==> config.mk <==
export PLATFORM = sky130hd
export DESIGN_NAME = sdut_top
export DESIGN_NICKNAME = d
export VERILOG_FILES = /design/src/verilog/sdut_pkg.sv /design/src/verilog/sdut_ext_trig.sv /design/src/verilog/sdut_pulse_gen.sv /design/src/verilog/sdut_top.sv
export SDC_FILE = /design/constraint.sdc
export NUM_CORES = 1
export LEC_CHECK = 0
export ABC_CLOCK_PERIOD_IN_PS = 2600
export BUFFER_PORTS_ARGS = -buffer_cell sky130_fd_sc_hd__buf_2
export CORE_ASPECT_RATIO = 0.9
export CORE_MARGIN = 4
export CORE_UTILIZATION = 55
export CTS_BUF_LIST = sky130_fd_sc_hd__clkbuf_4 sky130_fd_sc_hd__clkbuf_8
export DETAILED_ROUTE_END_ITERATION = 6
export PLACE_DENSITY = 0.77
export SLEW_MARGIN = 15
export SYNTH_ARGS = -nofsm -noshare
export SYNTH_HDL_FRONTEND = slang
export SYNTH_SLANG_ARGS = --single-unit
==> constraint.sdc <==
create_clock -name i_clk -period 2.6 [get_ports i_clk]
set_clock_uncertainty 0.1 [all_clocks]
set_input_delay 0.39 -clock i_clk [delete_from_list [all_inputs] [get_ports i_clk]]
set_output_delay 0.39 -clock i_clk [all_outputs]
set_load 0.03 [all_outputs]
==> src/verilog/sdut_pkg.sv <==
// Constants shared by the simultaneous converter update block.
// Assumes a single 100 MHz board clock and a 4 KB target window.
package sdut_pkg;
  // Clock.
  localparam int CLK_PERIOD_NS = 10;

  // Channel store geometry.
  localparam int NUM_CH = 8;
  localparam int CODE_W = 16;
  localparam int ADDR_W = 12;
  localparam int DATA_W = 32;
  localparam int BE_W   = 4;

  // Offsets inside the 4 KB window.
  localparam logic [11:0] OFS_START  = 12'h214;
  localparam logic [11:0] OFS_CH0    = 12'h220;
  localparam logic [11:0] CH_STRIDE  = 12'h004;
  localparam logic [15:0] START_CODE = 16'h0001;

  // Control word fields and codes.
  localparam int CTRL_W        = 16;
  localparam int TRIG_SEL_HI   = 6;
  localparam int TRIG_SEL_LO   = 5;
  localparam int TRIG_DIR_BIT  = 7;
  localparam logic [1:0] TRIG_SEL_SW_ONLY  = 2'h0;
  localparam logic [1:0] TRIG_SEL_EXT_ONLY = 2'h1;

  // Reset value of every channel: zero volts on bipolar ranges.
  localparam logic [15:0] CODE_RESET = 16'h0000;

  // Timing figures and their cycle counts.
  localparam int RETRIG_NS  = 6000;
  localparam int RETRIG_CYC = RETRIG_NS / CLK_PERIOD_NS;
  localparam int PULSE_NS   = 125;
  localparam int PULSE_CYC  = (PULSE_NS + CLK_PERIOD_NS - 1) / CLK_PERIOD_NS;
  localparam int ACK_NS     = 150;
  localparam int ACK_CYC    = ACK_NS / CLK_PERIOD_NS;
  localparam int BUSY_NS    = 1000;
  localparam int BUSY_CYC   = BUSY_NS / CLK_PERIOD_NS;
  localparam int MAX_RATE_KHZ = 150;
  localparam int FULL_ACC_KHZ = 100;
  localparam int MIN_GAP_NS = (1000000 + MAX_RATE_KHZ - 1) / MAX_RATE_KHZ;
  localparam int MIN_GAP_CYC =
    (MIN_GAP_NS + CLK_PERIOD_NS - 1) / CLK_PERIOD_NS;
  localparam int CNT_W = 10;

  // Target port sequencing.
  typedef enum logic [1:0] {
    SDUT_BUS_IDLE,
    SDUT_BUS_ACK,
    SDUT_BUS_BUSY
  } sdut_bus_e;
endpackage

==> src/verilog/sdut_ext_trig.sv <==
// External trigger front end: synchroniser, falling edge and long-low repeat.
// Assumes the trigger pin is asynchronous and idles high.
`timescale 1ns/10ps
`default_nettype none
module sdut_ext_trig (
  // Clock and reset.
  input  wire logic i_clk,
  input  wire logic i_srst,
  // Control and pin.
  input  wire logic i_enable,
  input  wire logic i_trig_n,
  // Trigger event.
  output logic      o_fire
);
  logic                       sync_a;
  logic                       sync_b;
  logic                       prev;
  logic [sdut_pkg::CNT_W-1:0] low_cnt;
  logic                       fall;
  logic                       repeat_hit;

  // Three flops; only the second and the third are looked at by the edge and level logic.
  always_ff @(posedge i_clk) begin
    if (i_srst) begin
      sync_a <= 1'b1;
      sync_b <= 1'b1;
      prev   <= 1'b1;
    end else begin
      sync_a <= i_trig_n;
      sync_b <= sync_a;
      prev   <= sync_b;
    end
  end

  assign fall = prev & ~sync_b;
  assign repeat_hit =
    (low_cnt == sdut_pkg::CNT_W'(sdut_pkg::RETRIG_CYC - 1));

  // Time the low level; a line held low too long fires again.
  always_ff @(posedge i_clk) begin
    if (i_srst || sync_b || fall || repeat_hit) begin
      low_cnt <= '0;
    end else begin
      low_cnt <= low_cnt + 1'b1;
    end
  end

  // Edge is seen three cycles after the pin, far inside the latency bound.
  always_ff @(posedge i_clk) begin
    if (i_srst) begin
      o_fire <= 1'b0;
    end else begin
      o_fire <= i_enable & (fall | (repeat_hit & ~sync_b));
    end
  end
endmodule
`default_nettype wire

==> src/verilog/sdut_pulse_gen.sv <==
// Active-low trigger output pulse generator.
// Assumes the caller gates the pin with its own output enable.
`timescale 1ns/10ps
`default_nettype none
module sdut_pulse_gen (
  // Clock and reset.
  input  wire logic i_clk,
  input  wire logic i_srst,
  // Start of a pulse.
  input  wire logic i_start,
  // Pulse level, low while active.
  output logic      o_pulse_n
);
  logic [sdut_pkg::CNT_W-1:0] cnt;

  // A restart during a pulse stretches it rather than glitching high.
  always_ff @(posedge i_clk) begin
    if (i_srst) begin
      cnt       <= '0;
      o_pulse_n <= 1'b1;
    end else if (i_start) begin
      cnt       <= sdut_pkg::CNT_W'(sdut_pkg::PULSE_CYC - 1);
      o_pulse_n <= 1'b0;
    end else if (cnt != '0) begin
      cnt <= cnt - 1'b1;
    end else begin
      o_pulse_n <= 1'b1;
    end
  end
endmodule
`default_nettype wire

==> src/verilog/sdut_top.sv <==
// Control logic of an eight channel 16-bit analog output board: channel
// store, target port sequencing, trigger selection, pacing and pin drive.
// Assumes a simple single-beat target port, a static control word and
// converters that take a parallel code on each load pulse. The trigger
// pin is asynchronous; everything else is synchronous to i_clk.
// How it works
// - Eight 16-bit channel registers, each written on its own.
// - Codes are signed two's complement; the host encodes them.
// - Load channels first, then one trigger moves all to converters.
// - Reset clears channel registers and converter codes to zero volts.
// - After reset, updates keep giving zero until a channel is rewritten.
// - Enabled external falling edge starts conversion within 6.4 us once the pacing gap has run out.
// - Trigger low beyond 6 us fires another conversion.
// - As output, the trigger pin pulses low about 125 ns per start.
// - Conversions are paced to at most 150 kHz per channel.
// - All registers decode inside one 4 KB window.
// - Reads and writes of 32, 16 and 8 bits are accepted.
// - An accepted write completes about 150 ns after the request.
// - Control bits 6 and 5 select the trigger; 01 is external only.
// - Writing 0001h at offset 214h is the software trigger.
// - A new access while the previous is in progress gets a retry.
`timescale 1ns/10ps
`default_nettype none
module sdut_top (
  // Clock and reset.
  input  wire logic                          i_clk,
  input  wire logic                          i_srst,
  // Target port.
  input  wire logic                          i_req,
  input  wire logic                          i_wr,
  input  wire logic [sdut_pkg::ADDR_W-1:0]   i_addr,
  input  wire logic [sdut_pkg::DATA_W-1:0]   i_wdata,
  input  wire logic [sdut_pkg::BE_W-1:0]     i_be,
  output logic                               o_ack,
  output logic                               o_retry,
  output logic [sdut_pkg::DATA_W-1:0]        o_rdata,
  // Control word.
  input  wire logic [sdut_pkg::CTRL_W-1:0]   i_ctrl,
  // Trigger pin.
  input  wire logic                          i_trig_n,
  output logic                               o_trig_n,
  output logic                               o_trig_oe_n,
  // Converter side.
  output logic [sdut_pkg::NUM_CH-1:0][sdut_pkg::CODE_W-1:0] o_dac_code,
  output logic                               o_dac_load
);
  // Channel store and target port state.
  logic [sdut_pkg::NUM_CH-1:0][sdut_pkg::CODE_W-1:0] chan;
  sdut_pkg::sdut_bus_e                bus_state;
  sdut_pkg::sdut_bus_e                next_bus_state;
  logic [sdut_pkg::CNT_W-1:0]         bus_cnt;
  logic                               take;
  logic                               acc_wr;
  logic [sdut_pkg::ADDR_W-1:0]        acc_addr;
  logic                               ack_due;
  logic [3:0]                         wr_ch;
  logic [3:0]                         rd_ch;
  logic [sdut_pkg::DATA_W-1:0]        rd_word;

  // Trigger state.
  logic [1:0]                         trig_sel;
  logic                               trig_out_mode;
  logic                               ext_en;
  logic                               sw_en;
  logic                               ext_fire;
  logic                               sw_fire;
  logic                               pending;
  logic [sdut_pkg::CNT_W-1:0]         gap_cnt;
  logic                               launch;
  logic                               pulse_n;

  // Channel index hit by an address, or NUM_CH when none.
  function automatic logic [3:0] ch_of(
    input logic [sdut_pkg::ADDR_W-1:0] addr
  );
    logic [sdut_pkg::ADDR_W-1:0] rel;
    ch_of = 4'(sdut_pkg::NUM_CH);
    rel   = addr - sdut_pkg::OFS_CH0;
    if (addr >= sdut_pkg::OFS_CH0 &&
        rel < 12'(sdut_pkg::NUM_CH) * sdut_pkg::CH_STRIDE &&
        rel[1:0] == 2'h0) begin
      ch_of = 4'(rel[sdut_pkg::ADDR_W-1:2]);
    end
  endfunction

  // Merge enabled low bytes into a 16-bit value.
  function automatic logic [15:0] merge16(
    input logic [15:0] old,
    input logic [31:0] data,
    input logic [3:0]  be
  );
    merge16 = old;
    if (be[0]) begin
      merge16[7:0] = data[7:0];
    end
    if (be[1]) begin
      merge16[15:8] = data[15:8];
    end
  endfunction

  // Control word fields. The word is taken as static: a change of mode
  // while a pulse or a held start is in flight takes effect at once.
  assign trig_sel =
    i_ctrl[sdut_pkg::TRIG_SEL_HI:sdut_pkg::TRIG_SEL_LO];
  assign trig_out_mode = i_ctrl[sdut_pkg::TRIG_DIR_BIT];
  // Any nonzero selection turns the external input on outside output mode; 01 alone is
  // external only, so software starts are refused in that mode.
  assign ext_en = (trig_sel != sdut_pkg::TRIG_SEL_SW_ONLY) &
                  ~trig_out_mode;
  assign sw_en  = (trig_sel != sdut_pkg::TRIG_SEL_EXT_ONLY);

  // A request is taken only while the port is idle.
  assign take = i_req & (bus_state == sdut_pkg::SDUT_BUS_IDLE);

  // Last cycle of the ack phase; both the answer and the busy reload
  // key on it, so it is decoded once.
  assign ack_due = (bus_state == sdut_pkg::SDUT_BUS_ACK) &&
                   (bus_cnt == '0);

  // Channel hit by the incoming and by the captured address.
  assign wr_ch = ch_of(i_addr);
  assign rd_ch = ch_of(acc_addr);

  // Target port sequencing. A request taken at edge 0 moves the port to
  // the ack phase; the answer is sampled high at edge 15, which is the
  // 150 ns write latency. The busy phase then runs until edge 99, so
  // the port can take again at edge 100, after the 1000 ns internal write. Any request
  // in between is refused with retry and leaves no trace, which is why
  // the master may simply drop it and come back later.
  always_comb begin
    next_bus_state = bus_state;
    case (bus_state)
      sdut_pkg::SDUT_BUS_IDLE: begin
        if (i_req) begin
          next_bus_state = sdut_pkg::SDUT_BUS_ACK;
        end
      end
      sdut_pkg::SDUT_BUS_ACK: begin
        if (bus_cnt == '0) begin
          next_bus_state = sdut_pkg::SDUT_BUS_BUSY;
        end
      end
      sdut_pkg::SDUT_BUS_BUSY: begin
        if (bus_cnt == '0) begin
          next_bus_state = sdut_pkg::SDUT_BUS_IDLE;
        end
      end
      default: begin
        next_bus_state = sdut_pkg::SDUT_BUS_IDLE;
      end
    endcase
  end

  // State and the shared countdown for both phases.
  always_ff @(posedge i_clk) begin
    if (i_srst) begin
      bus_state <= sdut_pkg::SDUT_BUS_IDLE;
      bus_cnt   <= '0;
    end else begin
      bus_state <= next_bus_state;
      if (take) begin
        bus_cnt <= sdut_pkg::CNT_W'(sdut_pkg::ACK_CYC - 2);
      end else if (ack_due) begin
        bus_cnt <= sdut_pkg::CNT_W'(sdut_pkg::BUSY_CYC -
                                    sdut_pkg::ACK_CYC - 1);
      end else if (bus_cnt != '0) begin
        bus_cnt <= bus_cnt - 1'b1;
      end
    end
  end

  // Capture the request; any address in the window is claimed.
  always_ff @(posedge i_clk) begin
    if (i_srst) begin
      acc_wr   <= 1'b0;
      acc_addr <= '0;
    end else if (take) begin
      acc_wr   <= i_wr;
      acc_addr <= i_addr;
    end
  end

  // Retry is refused work: it shows in the same cycle, so the master
  // can release the port at once.
  assign o_retry = i_req & (bus_state != sdut_pkg::SDUT_BUS_IDLE);

  // Channel writes land at take; data is stored as signed code bits.
  // Only byte lanes 0 and 1 carry a channel, so wider writes simply
  // ignore lanes 2 and 3 and narrower ones merge into the old code.
  always_ff @(posedge i_clk) begin
    if (i_srst) begin
      chan <= {sdut_pkg::NUM_CH{sdut_pkg::CODE_RESET}};
    end else if (take && i_wr && wr_ch != 4'(sdut_pkg::NUM_CH)) begin
      chan[wr_ch[2:0]] <=
        merge16(chan[wr_ch[2:0]], i_wdata, i_be);
    end
  end

  // Software start is a write of the start code at its offset.
  // The start code is judged on the merged low half, as for a channel.
  assign sw_fire = take && i_wr && i_addr == sdut_pkg::OFS_START &&
                   merge16(16'h0000, i_wdata, i_be) ==
                   sdut_pkg::START_CODE && sw_en;

  // Read word: channels sign-extended, start location and holes as zero.
  // Reads use the captured address, so a late master cannot move it.
  always_comb begin
    rd_word = '0;
    if (rd_ch != 4'(sdut_pkg::NUM_CH)) begin
      rd_word = {{(sdut_pkg::DATA_W - sdut_pkg::CODE_W)
                  {chan[rd_ch[2:0]][sdut_pkg::CODE_W-1]}},
                 chan[rd_ch[2:0]]};
    end
  end

  // Answer: a one-cycle ack at the end of the ack phase.
  always_ff @(posedge i_clk) begin
    if (i_srst) begin
      o_ack <= 1'b0;
    end else begin
      o_ack <= ack_due;
    end
  end

  // Read data is held until the next read answer, so a slow master can
  // still pick it up after the ack pulse has gone.
  always_ff @(posedge i_clk) begin
    if (i_srst) begin
      o_rdata <= '0;
    end else if (ack_due && !acc_wr) begin
      o_rdata <= rd_word;
    end
  end

  // External trigger front end; it only fires while the input is enabled.
  // Its edge logic runs even when disabled, so no stale edge is kept.
  sdut_ext_trig u_ext_trig (
    .i_clk    (i_clk),
    .i_srst   (i_srst),
    .i_enable (ext_en),
    .i_trig_n (i_trig_n),
    .o_fire   (ext_fire)
  );

  // Pacing: a trigger that comes too soon waits rather than being lost.
  // The cost is that such a start may come later than the external
  // latency bound when the previous start came less than about 0.3 us earlier.
  assign launch = (pending | ext_fire | sw_fire) & (gap_cnt == '0);

  // One held start; set wins, so a trigger in the launch cycle is kept.
  always_ff @(posedge i_clk) begin
    if (i_srst) begin
      pending <= 1'b0;
    end else if (ext_fire || sw_fire) begin
      pending <= ~launch | pending;
    end else if (launch) begin
      pending <= 1'b0;
    end
  end

  // Gap counter: loads stay at least one 150 kHz period apart.
  always_ff @(posedge i_clk) begin
    if (i_srst) begin
      gap_cnt <= '0;
    end else if (launch) begin
      gap_cnt <= sdut_pkg::CNT_W'(sdut_pkg::MIN_GAP_CYC - 1);
    end else if (gap_cnt != '0) begin
      gap_cnt <= gap_cnt - 1'b1;
    end
  end

  // All channels move together. During reset the load strobe is held
  // high with zero codes, so every converter is forced to zero volts
  // rather than keeping whatever it held before; the first edge after
  // release drops the strobe again.
  always_ff @(posedge i_clk) begin
    if (i_srst) begin
      o_dac_code <= {sdut_pkg::NUM_CH{sdut_pkg::CODE_RESET}};
    end else if (launch) begin
      o_dac_code <= chan;
    end
  end

  // Load strobe: one cycle per launch.
  always_ff @(posedge i_clk) begin
    if (i_srst) begin
      o_dac_load <= 1'b1;
    end else begin
      o_dac_load <= launch;
    end
  end

  // Trigger pin as an output marks each conversion start, so other
  // boards can follow this one. The pulse comes from a flop, never from
  // the launch decode, to keep glitches off a line that leaves the board.
  sdut_pulse_gen u_pulse_gen (
    .i_clk     (i_clk),
    .i_srst    (i_srst),
    .i_start   (launch & trig_out_mode),
    .o_pulse_n (pulse_n)
  );

  // The pin is driven only in output mode; in input mode the enable is
  // high and the external source owns the line.
  assign o_trig_n    = pulse_n;
  assign o_trig_oe_n = ~trig_out_mode;
endmodule
`default_nettype wire

Word-level counts from Yosys, hierarchy flattened
Cells that the tools add are included.
Cells by class
  add/sub/neg operators: 6
  magnitude comparators: 7
  eq/ne operators: 12
  multiplexer cells: 33
  bitwise gates (word level): 15
  reduce and logical (&&, ||, !) cells: 37
Operators by type and width (count)
  $bwmux W128: 1
  $bmux W16 S3: 2
  $mux W8: 8
  $demux W16 S3: 1
  $mux W16: 3
  $mux W32: 1
  $reduce_bool A10 Y1: 3
  $sub A10 B1 Y10 const B: 3
  $ge A12 B10 Y1 const B: 2
  $lt A12 B6 Y1 const B: 2
  $sub A12 B10 Y12 const B: 2
  $logic_not A10 Y1: 2
  $mux W10: 2
  $mux W4: 5
  $eq A16 B1 Y1 const B: 1
  $mux W7: 2
  $eq A12 B10 Y1 const B: 1
  $logic_and A1 B1 Y1: 12
  $reduce_bool A2 Y1: 6
  $add A10 B1 Y10 const B: 1
  $eq A10 B10 Y1 const B: 1
  $and A1 B1 Y1: 8
  $lt A3 B4 Y1 const B: 2
  $ne A4 B4 Y1 const B: 2
  17 further kinds: 37
Storage, ports and cells
  bits in registers: 351
  bits of input ports: 69
  output and inout port bits: 165

Depth between registers and ports, before layout
Gate-level depths: netlist of the first run.
  depth after elaboration: 11
  mapped depth: 9

Hierarchy
Synthesis of the first run repeated with hierarchy kept, for this count alone.
Unflattened totals
  cell total of the unflattened synthesis: 1592
  area, all modules: 15230.9 um^2
By module, submodules not included
  sdut_top: instances 1, cells each 1475, area each 14126.0 um^2, sequential area each 6206.0 um^2
  sdut_ext_trig: instances 1, cells each 58, area each 564.3 um^2, sequential area each 280.3 um^2
  sdut_pulse_gen: instances 1, cells each 59, area each 540.5 um^2, sequential area each 220.2 um^2

Worst setup path before layout of the first run
Ideal clock, no wire load.
  path type: input port to flip-flop
  from: in i_addr[2] in the netlist's numbering
  to: reg chan[100] in the netlist's numbering
  data arrival time: 2.148 ns
  setup slack: 0.204 ns
  stages: 8
  path buffers: 3
  path through: buf_6 > buf_2 > buf_4 > mux2_2 > a22oi_1 > o21ai_0 > a221oi_1 > o21ai_0
On the way
  cells in the longest elaborated chain, start to end: 11
Ends and longest elaborated chain
  start: declaration: RTL line sdut_top.sv:31  | input wire logic [sdut_pkg::ADDR_W-1:0] i_addr,
  $sub A12 B10 Y12: RTL line sdut_top.sv:78  | rel = addr - sdut_pkg::OFS_CH0;
  $lt A12 B6 Y1: RTL line sdut_top.sv:80  | rel < 12'(sdut_pkg::NUM_CH) * sdut_pkg::CH_STRIDE &&
  $logic_and A1 B1 Y1: RTL line sdut_top.sv:79  | if (addr >= sdut_pkg::OFS_CH0 &&
  $logic_and A1 B1 Y1: RTL line sdut_top.sv:80
  $mux W4 *: RTL line sdut_top.sv:79
  $bmux W16 S3: RTL line sdut_top.sv:195  | merge16(chan[wr_ch[2:0]], i_wdata, i_be);
  $mux W16 (implied by the code): RTL line sdut_top.sv:195
  $mux W8: RTL line sdut_top.sv:93  | if (be[0]) begin
  $mux W8: RTL line sdut_top.sv:193  | end else if (take && i_wr && wr_ch != 4'(sdut_pkg::NUM_CH)) begin
  $mux W8: RTL line sdut_top.sv:191  | if (i_srst) begin
  $bwmux W128: RTL line sdut_top.sv:194  | chan[wr_ch[2:0]] <=
  end signal: assignment: RTL line sdut_top.sv:192  | chan <= {sdut_pkg::NUM_CH{sdut_pkg::CODE_RESET}};
  end signal: indexed assignment: RTL line sdut_top.sv:194
  end: declaration: RTL line sdut_top.sv:48  | logic [sdut_pkg::NUM_CH-1:0][sdut_pkg::CODE_W-1:0] chan;
Every way passes the cells marked *; elsewhere a longest branch is shown, timed or not. The select of a mux whose other input is x is not followed.
A chain may end at the register's enable or synchronous reset.

Final worst setup path of the first run
  from: reg chan[56] in the netlist's numbering
  to: reg chan[40] in the netlist's numbering
On the way
  cells in the longest elaborated chain, start to end: 6
Ends and longest elaborated chain
  $bmux W16 S3: RTL line sdut_top.sv:195
  $mux W16 (implied by the code): RTL line sdut_top.sv:195
  $mux W8: RTL line sdut_top.sv:96  | if (be[1]) begin
  $mux W8: RTL line sdut_top.sv:193
  $mux W8: RTL line sdut_top.sv:191
  $bwmux W128: RTL line sdut_top.sv:194
No other way between the ends. The select of a mux whose other input is x is not followed.

==> metrics, run 1 <==
Mapped Area 15900 sq um; Max Freq 0.385 GHz; met2 WL 22100 um; maximum clock path buffer count 3; Chip Width 187 um; largest net degree at the start of global routing 181; Overall Global Routing Usage 0.286; detailed placer's ending HPWL 33500 um; commonest non-fill, non-tap cell in the layout dfxtp_1; H-tree Lvls 2; Hold Fails Final Rpt 0; Layout fillers 2145; Critical Path End chan[40]; Data required, critical path 2970 ps; Crit Path Class flip-flop to flip-flop; CP Capture Type flip-flop; average wire per standard cell 20.8 um; mean post-synth cell area 9.86 sq um; peak supply drop 0.580 mV; row cnt 58; Ys Warns 0; DRT met1 WL 19200 um; Initial Utilization 0.563; asr flop ratio synth 0; Worst-path clk slew 60 ps; P per Cell Area 642 nW/um^2; DRT iter0 DRCs 1269; core area 28200 sq um; number of port buffers 202; # Post-CTS Setup Buffers 0; Layout area overhead 20.0%; Reg2Reg Depth 6; P_leak 7.64 nW; Total Routed Length 46900 um; vias 13500; nets 1939; Clock Latency Late Sink 600 ps; Post-synth EDFFs 0; most frequent cells in the layout dfxtp_1, nand2b_1, mux2i_1; Overflow after GRT 0; post-synthesis sequential area ratio 0.422; n_diodes 0; FF-to-FF setup slack 6 ps; Max Cap Viol 0; ratio of cells with drive above 1 in the final layout 0.254; Most used DFF post-synth dfxtp_1; number of synthesized register bits 335; first-pass GRT wire length 73300 um; CTS tree done; Worst Hold Class input pin to flip-flop; Rel. slew slack 0.196; FF-to-FF End chan[40]; Final Power 12.2 mW; fin crit share 0.998; Num CTS Buffers 54; Setup TNS Final 0 ps; Die Y 169 um; die area 31700 sq um; r2r startpoint chan[56]; Sink Count 335; crit-path max FO 5; type of origin of the critical path flip-flop; RSZ-0062 raised after global routing yes; Slew Viols, Final 0; Vias/cell 5.97; WP data arrival 2960 ps; top layer in use met4; status finished clean; antenna viol nets, final 0; final core utilization 0.675; Period minus WS final 2590 ps; CP Launch Point chan[56]; Tightest Pin Transition 1210 ps; vias in the first global route 13500; Mapped Nets 1686; initial antenna violation count 0; Synth cell types 73; Final setup viols 0; DR pass1 iterations 5; metal3 WL 3850 um; # DRC 0; # IOs 234; routability congestion estimate 1.02; Gate Count Post-Synth 1611; Root Driver clkbuf_8
[timing repair]
item,CTS,global route
setup endpoints to repair,7,12
hold buffers,10,0
hold endpoints to repair,10,0
cloned,0,0
resized for setup,2,12
[per-stage QoR]
step	hold WS (ps)	instance area [sq um]	std cells	setup slack (ps)
floorplan	289	15900	1611	204
global placement	301	17700	2158	-222
detailed placement	296	17700	2158	-288
CTS	12.6	19000	2260	67.0
global route	80.2	19100	2260	-0.258
finish	36.5	19100	2260	5.68
[cell type report]
type / instances / area, sq um / area share
Clock buffer: 81 / 1030 / 0.0539
Clock inverter: 11 / 138 / 0.00722
Inverter: 27 / 101 / 0.00532
Multi-Input combinational cell: 1123 / 8420 / 0.442
Sequential cell: 335 / 6710 / 0.352
Tap cell: 360 / 450 / 0.0236
Timing Repair Buffer: 323 / 2220 / 0.116
[critical path, cell delays in order, from the launching register on]
cell,delay [ps]
dfxtp_1,350
mux2_2,270
a221oi_1,340
nor4_1,120
a221oi_1,940
buf_4,280
o22ai_1,70
[kinds of logic (layout without fill, tap and decap cells)]
kind of cell    Yosys count  count (layout)  share of synthesized area
simple gates            570             570                      0.207
flops                   335             335                      0.422
compound gates          287             287                      0.128
mux                     238             238                      0.170
buf+inv                 153             442                     0.0565
xor+xnor                 22              22                     0.0121
fa+ha+maj                 6               6                    0.00473
[Yosys cell counts, drive strengths merged, types with 13 or more instances]
master	count	area [sq um]
a2111oi	17	230
a211oi	39	293
a21oi	52	260
a221o	17	170
a221oi	17	149
buf	51	389
clkbuf	74	398
dfxtp	335	6710
inv	26	97.6
mux2	13	146
mux2i	202	2020
mux4	23	526
nand2	97	364
nand2b	300	1880
nand3	16	85.1
nor2	46	173
nor2b	22	138
nor3	27	140
o21ai	44	220
o22ai	61	382
[per-layer routing]
metal	global-route usage	vias to the layer above
met5	0	-
li1	-	6252
met3	0.0592	122
met4	0.107	0
met1	0.363	6473
met2	0.484	636
[worst min path at each step]
stage / from / endpoint / slack (ps) / cells past startpoint
after floorplan: u_ext_trig.sync_a / u_ext_trig.sync_b / 290 / 1
after global placement: u_ext_trig.sync_a / u_ext_trig.sync_b / 300 / 1
after detailed placement: u_ext_trig.sync_a / u_ext_trig.sync_b / 300 / 1
after CTS: i_ctrl[5] / u_ext_trig.o_fire / 10 / 3
after global routing: i_ctrl[7] / u_pulse_gen.cnt[0] / 80 / 2
final: i_ctrl[5] / u_ext_trig.o_fire / 40 / 3
[state kept, by name, summed over array words and instances, names as in the netlist, 2 cells and up]
register            flops
acc_addr               12
gap_cnt                10
chan                  128
bus_cnt                10
o_dac_code            128
u_pulse_gen.cnt        10
o_rdata                16
u_ext_trig.low_cnt     10
bus_state               2
[report_power, final]
part	internal, mW	switching [mW]
combinational	0.801	1.02
sequential	5.31	0.180
clock	2.81	2.11
(Power assumes the default switching activity.)
==> run 2: changes to the inputs <==
--- a/config.mk
+++ b/config.mk
@@ -7,12 +7,14 @@
 export LEC_CHECK = 0
 export ABC_CLOCK_PERIOD_IN_PS = 2600
 export BUFFER_PORTS_ARGS = -buffer_cell sky130_fd_sc_hd__buf_2
+export CELL_PAD_IN_SITES_DETAIL_PLACEMENT = 0
+export CELL_PAD_IN_SITES_GLOBAL_PLACEMENT = 2
 export CORE_ASPECT_RATIO = 0.9
 export CORE_MARGIN = 4
-export CORE_UTILIZATION = 55
+export CORE_UTILIZATION = 37
 export CTS_BUF_LIST = sky130_fd_sc_hd__clkbuf_4 sky130_fd_sc_hd__clkbuf_8
 export DETAILED_ROUTE_END_ITERATION = 6
-export PLACE_DENSITY = 0.77
+export PLACE_DENSITY_LB_ADDON = 0.1
 export SLEW_MARGIN = 15
 export SYNTH_ARGS = -nofsm -noshare
 export SYNTH_HDL_FRONTEND = slang
==> metrics, run 2 (synthesis results as in run 1) <==
CTS tree done (unchanged); die area 46300 sq um (was 31700 sq um); Num CTS Buffers 58 (was 54); nets 1959 (was 1939); antenna viol nets, final 0 (unchanged); Overflow after GRT 0 (unchanged); row cnt 71 (was 58); vias 13200 (was 13500); Worst-path clk slew 60 ps (about the same); core area 42100 sq um (was 28200 sq um); Chip Width 226 um (was 187 um); peak supply drop 0.314 mV (was 0.580 mV); RSZ-0062 raised after global routing yes (unchanged); routability congestion estimate 0.885 (was 1.02); crit-path max FO 7 (was 5); Hold Fails Final Rpt 0 (unchanged); type of origin of the critical path flip-flop (unchanged); PnR worst setup slack 33.0 ps (was 5.68 ps); Rel. slew slack 0.385 (was 0.196); Slew Viols, Final 0 (unchanged); Period minus WS final 2570 ps (was 2590 ps); Data required, critical path 3090 ps (was 2970 ps); first-pass GRT wire length 80000 um (was 73300 um); ratio of cells with drive above 1 in the final layout 0.268 (was 0.254); Vias/cell 5.34 (was 5.97); maximum clock path buffer count 3 (unchanged); biggest regs chan x128, o_dac_code x128, o_rdata x16 (unchanged); Crit Path Class flip-flop to flip-flop (unchanged); DRT iter0 DRCs 988 (was 1269); Clock Latency Late Sink 650 ps (was 600 ps); DR pass1 iterations 5 (unchanged); largest net degree at the start of global routing 89 (was 181); Final setup viols 0 (unchanged); Layout fillers 4084 (was 2145); Place WS -105 ps (was -288 ps); Overall Global Routing Usage 0.226 (was 0.286); n_diodes 0 (unchanged); # DRC 0 (unchanged); number of port buffers 202 (unchanged); met1 Track Usage GR 0.299 (was 0.363); # IOs 234 (unchanged); dpl cell area 17900 sq um (was 17700 sq um); commonest non-fill, non-tap cell in the layout dfxtp_1 (unchanged); vias in the first global route 13200 (was 13500); status finished clean (unchanged); CP Capture Type flip-flop (unchanged); GR peak layer met2 (unchanged); fin crit share 0.987 (was 0.998); Root Driver clkbuf_8 (unchanged); detailed placer's ending HPWL 38800 um (was 33500 um); Multi-input gate area 8560 sq um (was 8420 sq um); Max Cap Viol 0 (unchanged); M3 GR Usage 0.0368 (was 0.0592); P per Cell Area 642 nW/um^2 (about the same); final instance area 19600 sq um (was 19100 sq um); Total Routed Length 53600 um (was 46900 um); most frequent cells in the layout dfxtp_1, nand2b_1, mux2i_1 (unchanged); Initial Utilization 0.377 (was 0.563); average wire per standard cell 21.7 um (was 20.8 um); met2 Use GR 0.375 (was 0.484); H-tree Lvls 2 (unchanged); Die Y 205 um (was 169 um); P_leak 7.77 nW (was 7.64 nW); Max Freq 0.390 GHz (was 0.385 GHz); initial antenna violation count 1 (was 0); Sink Count 335 (unchanged); Layout area overhead 23.5% (was 20.0%); Tightest Pin Transition 920 ps (was 1210 ps); register area 6710 sq um (about the same); Worst Hold Class input pin to flip-flop (unchanged); WP data arrival 3050 ps (was 2960 ps)
run 2: cell types whose count changed in the layout (fill, tap and decap cells not counted), sizes merged:
cell / before / now
clkinvlp: 0 / 1
buf: 313 / 324
bufinv: 3 / 1
clkinv: 7 / 6
dlygate4sd3: 10 / 14
clkbuf: 81 / 97
run 2: worst max-delay path, stage by stage, from the launching register on:
cell,delay (ps)
dfxtp_2,330
inv_2,50
ha_4,250
nor4b_4,180
buf_4,160
nand4_1,100
or4_4,720
a2111oi_2,340
buf_4,180
a221o_1,90
run 2: stage by stage:
stage	power (mW)	util	TNS, ps	cells	hold WS, ps
floorplan	6.88	-	0	1611	289
detailed placement	7.42	0.425	-2490	2353	303
global placement	7.40	0.425	-1550	2353	309
global route	13.2	0.466	-124	2476	51.5
CTS	12.7	0.459	0	2472	4.68
finish	12.6	0.466	0	2476	56.4
run 2: area by class of cell:
cell class                      count  share of cell area
Inverter                           27             0.00516
Clock buffer                       96              0.0606
Clock inverter                      9             0.00408
Timing Repair Buffer              339               0.117
Sequential cell                   335               0.342
Multi-Input combinational cell   1123               0.436
Tap cell                          547              0.0349
run 2: layer usage:
layer  part of all wire  vias to the layer above  routed length [um]
met3              0.047                       94                2510
met1               0.45                     6482               24300
met4              0.030                        0                1590
met5                  0                        -                   0
met2               0.47                      343               25300
li1                   -                     6303                   -
run 2: power by group:
part,switching [mW],internal (mW)
clock,2.24,2.98
sequential,0.166,5.31
combinational,1.08,0.827
total,3.49,9.12
run 2: worst paths after layout:
kind / startpoint / endpoint / slack (ps) / cells after the start
worst max-delay path: acc_addr[6] / o_rdata[1] / 30 / 9
worst min-delay path: i_addr[11] / acc_addr[11] / 60 / 4
worst max register to register: acc_addr[6] / o_rdata[1] / 30 / 9
worst min register to register: u_ext_trig.sync_a / u_ext_trig.sync_b / 330 / 1
run 2: timing repair:
item                                    CTS  global route
endpoints found under the setup margin    5            34
pin swaps                                 0            14
gates resized for setup                   5            31
hold buffers                             14             0
cloned                                    0             1
hold endpoints to repair                 18             0
buffers inserted                          0             3
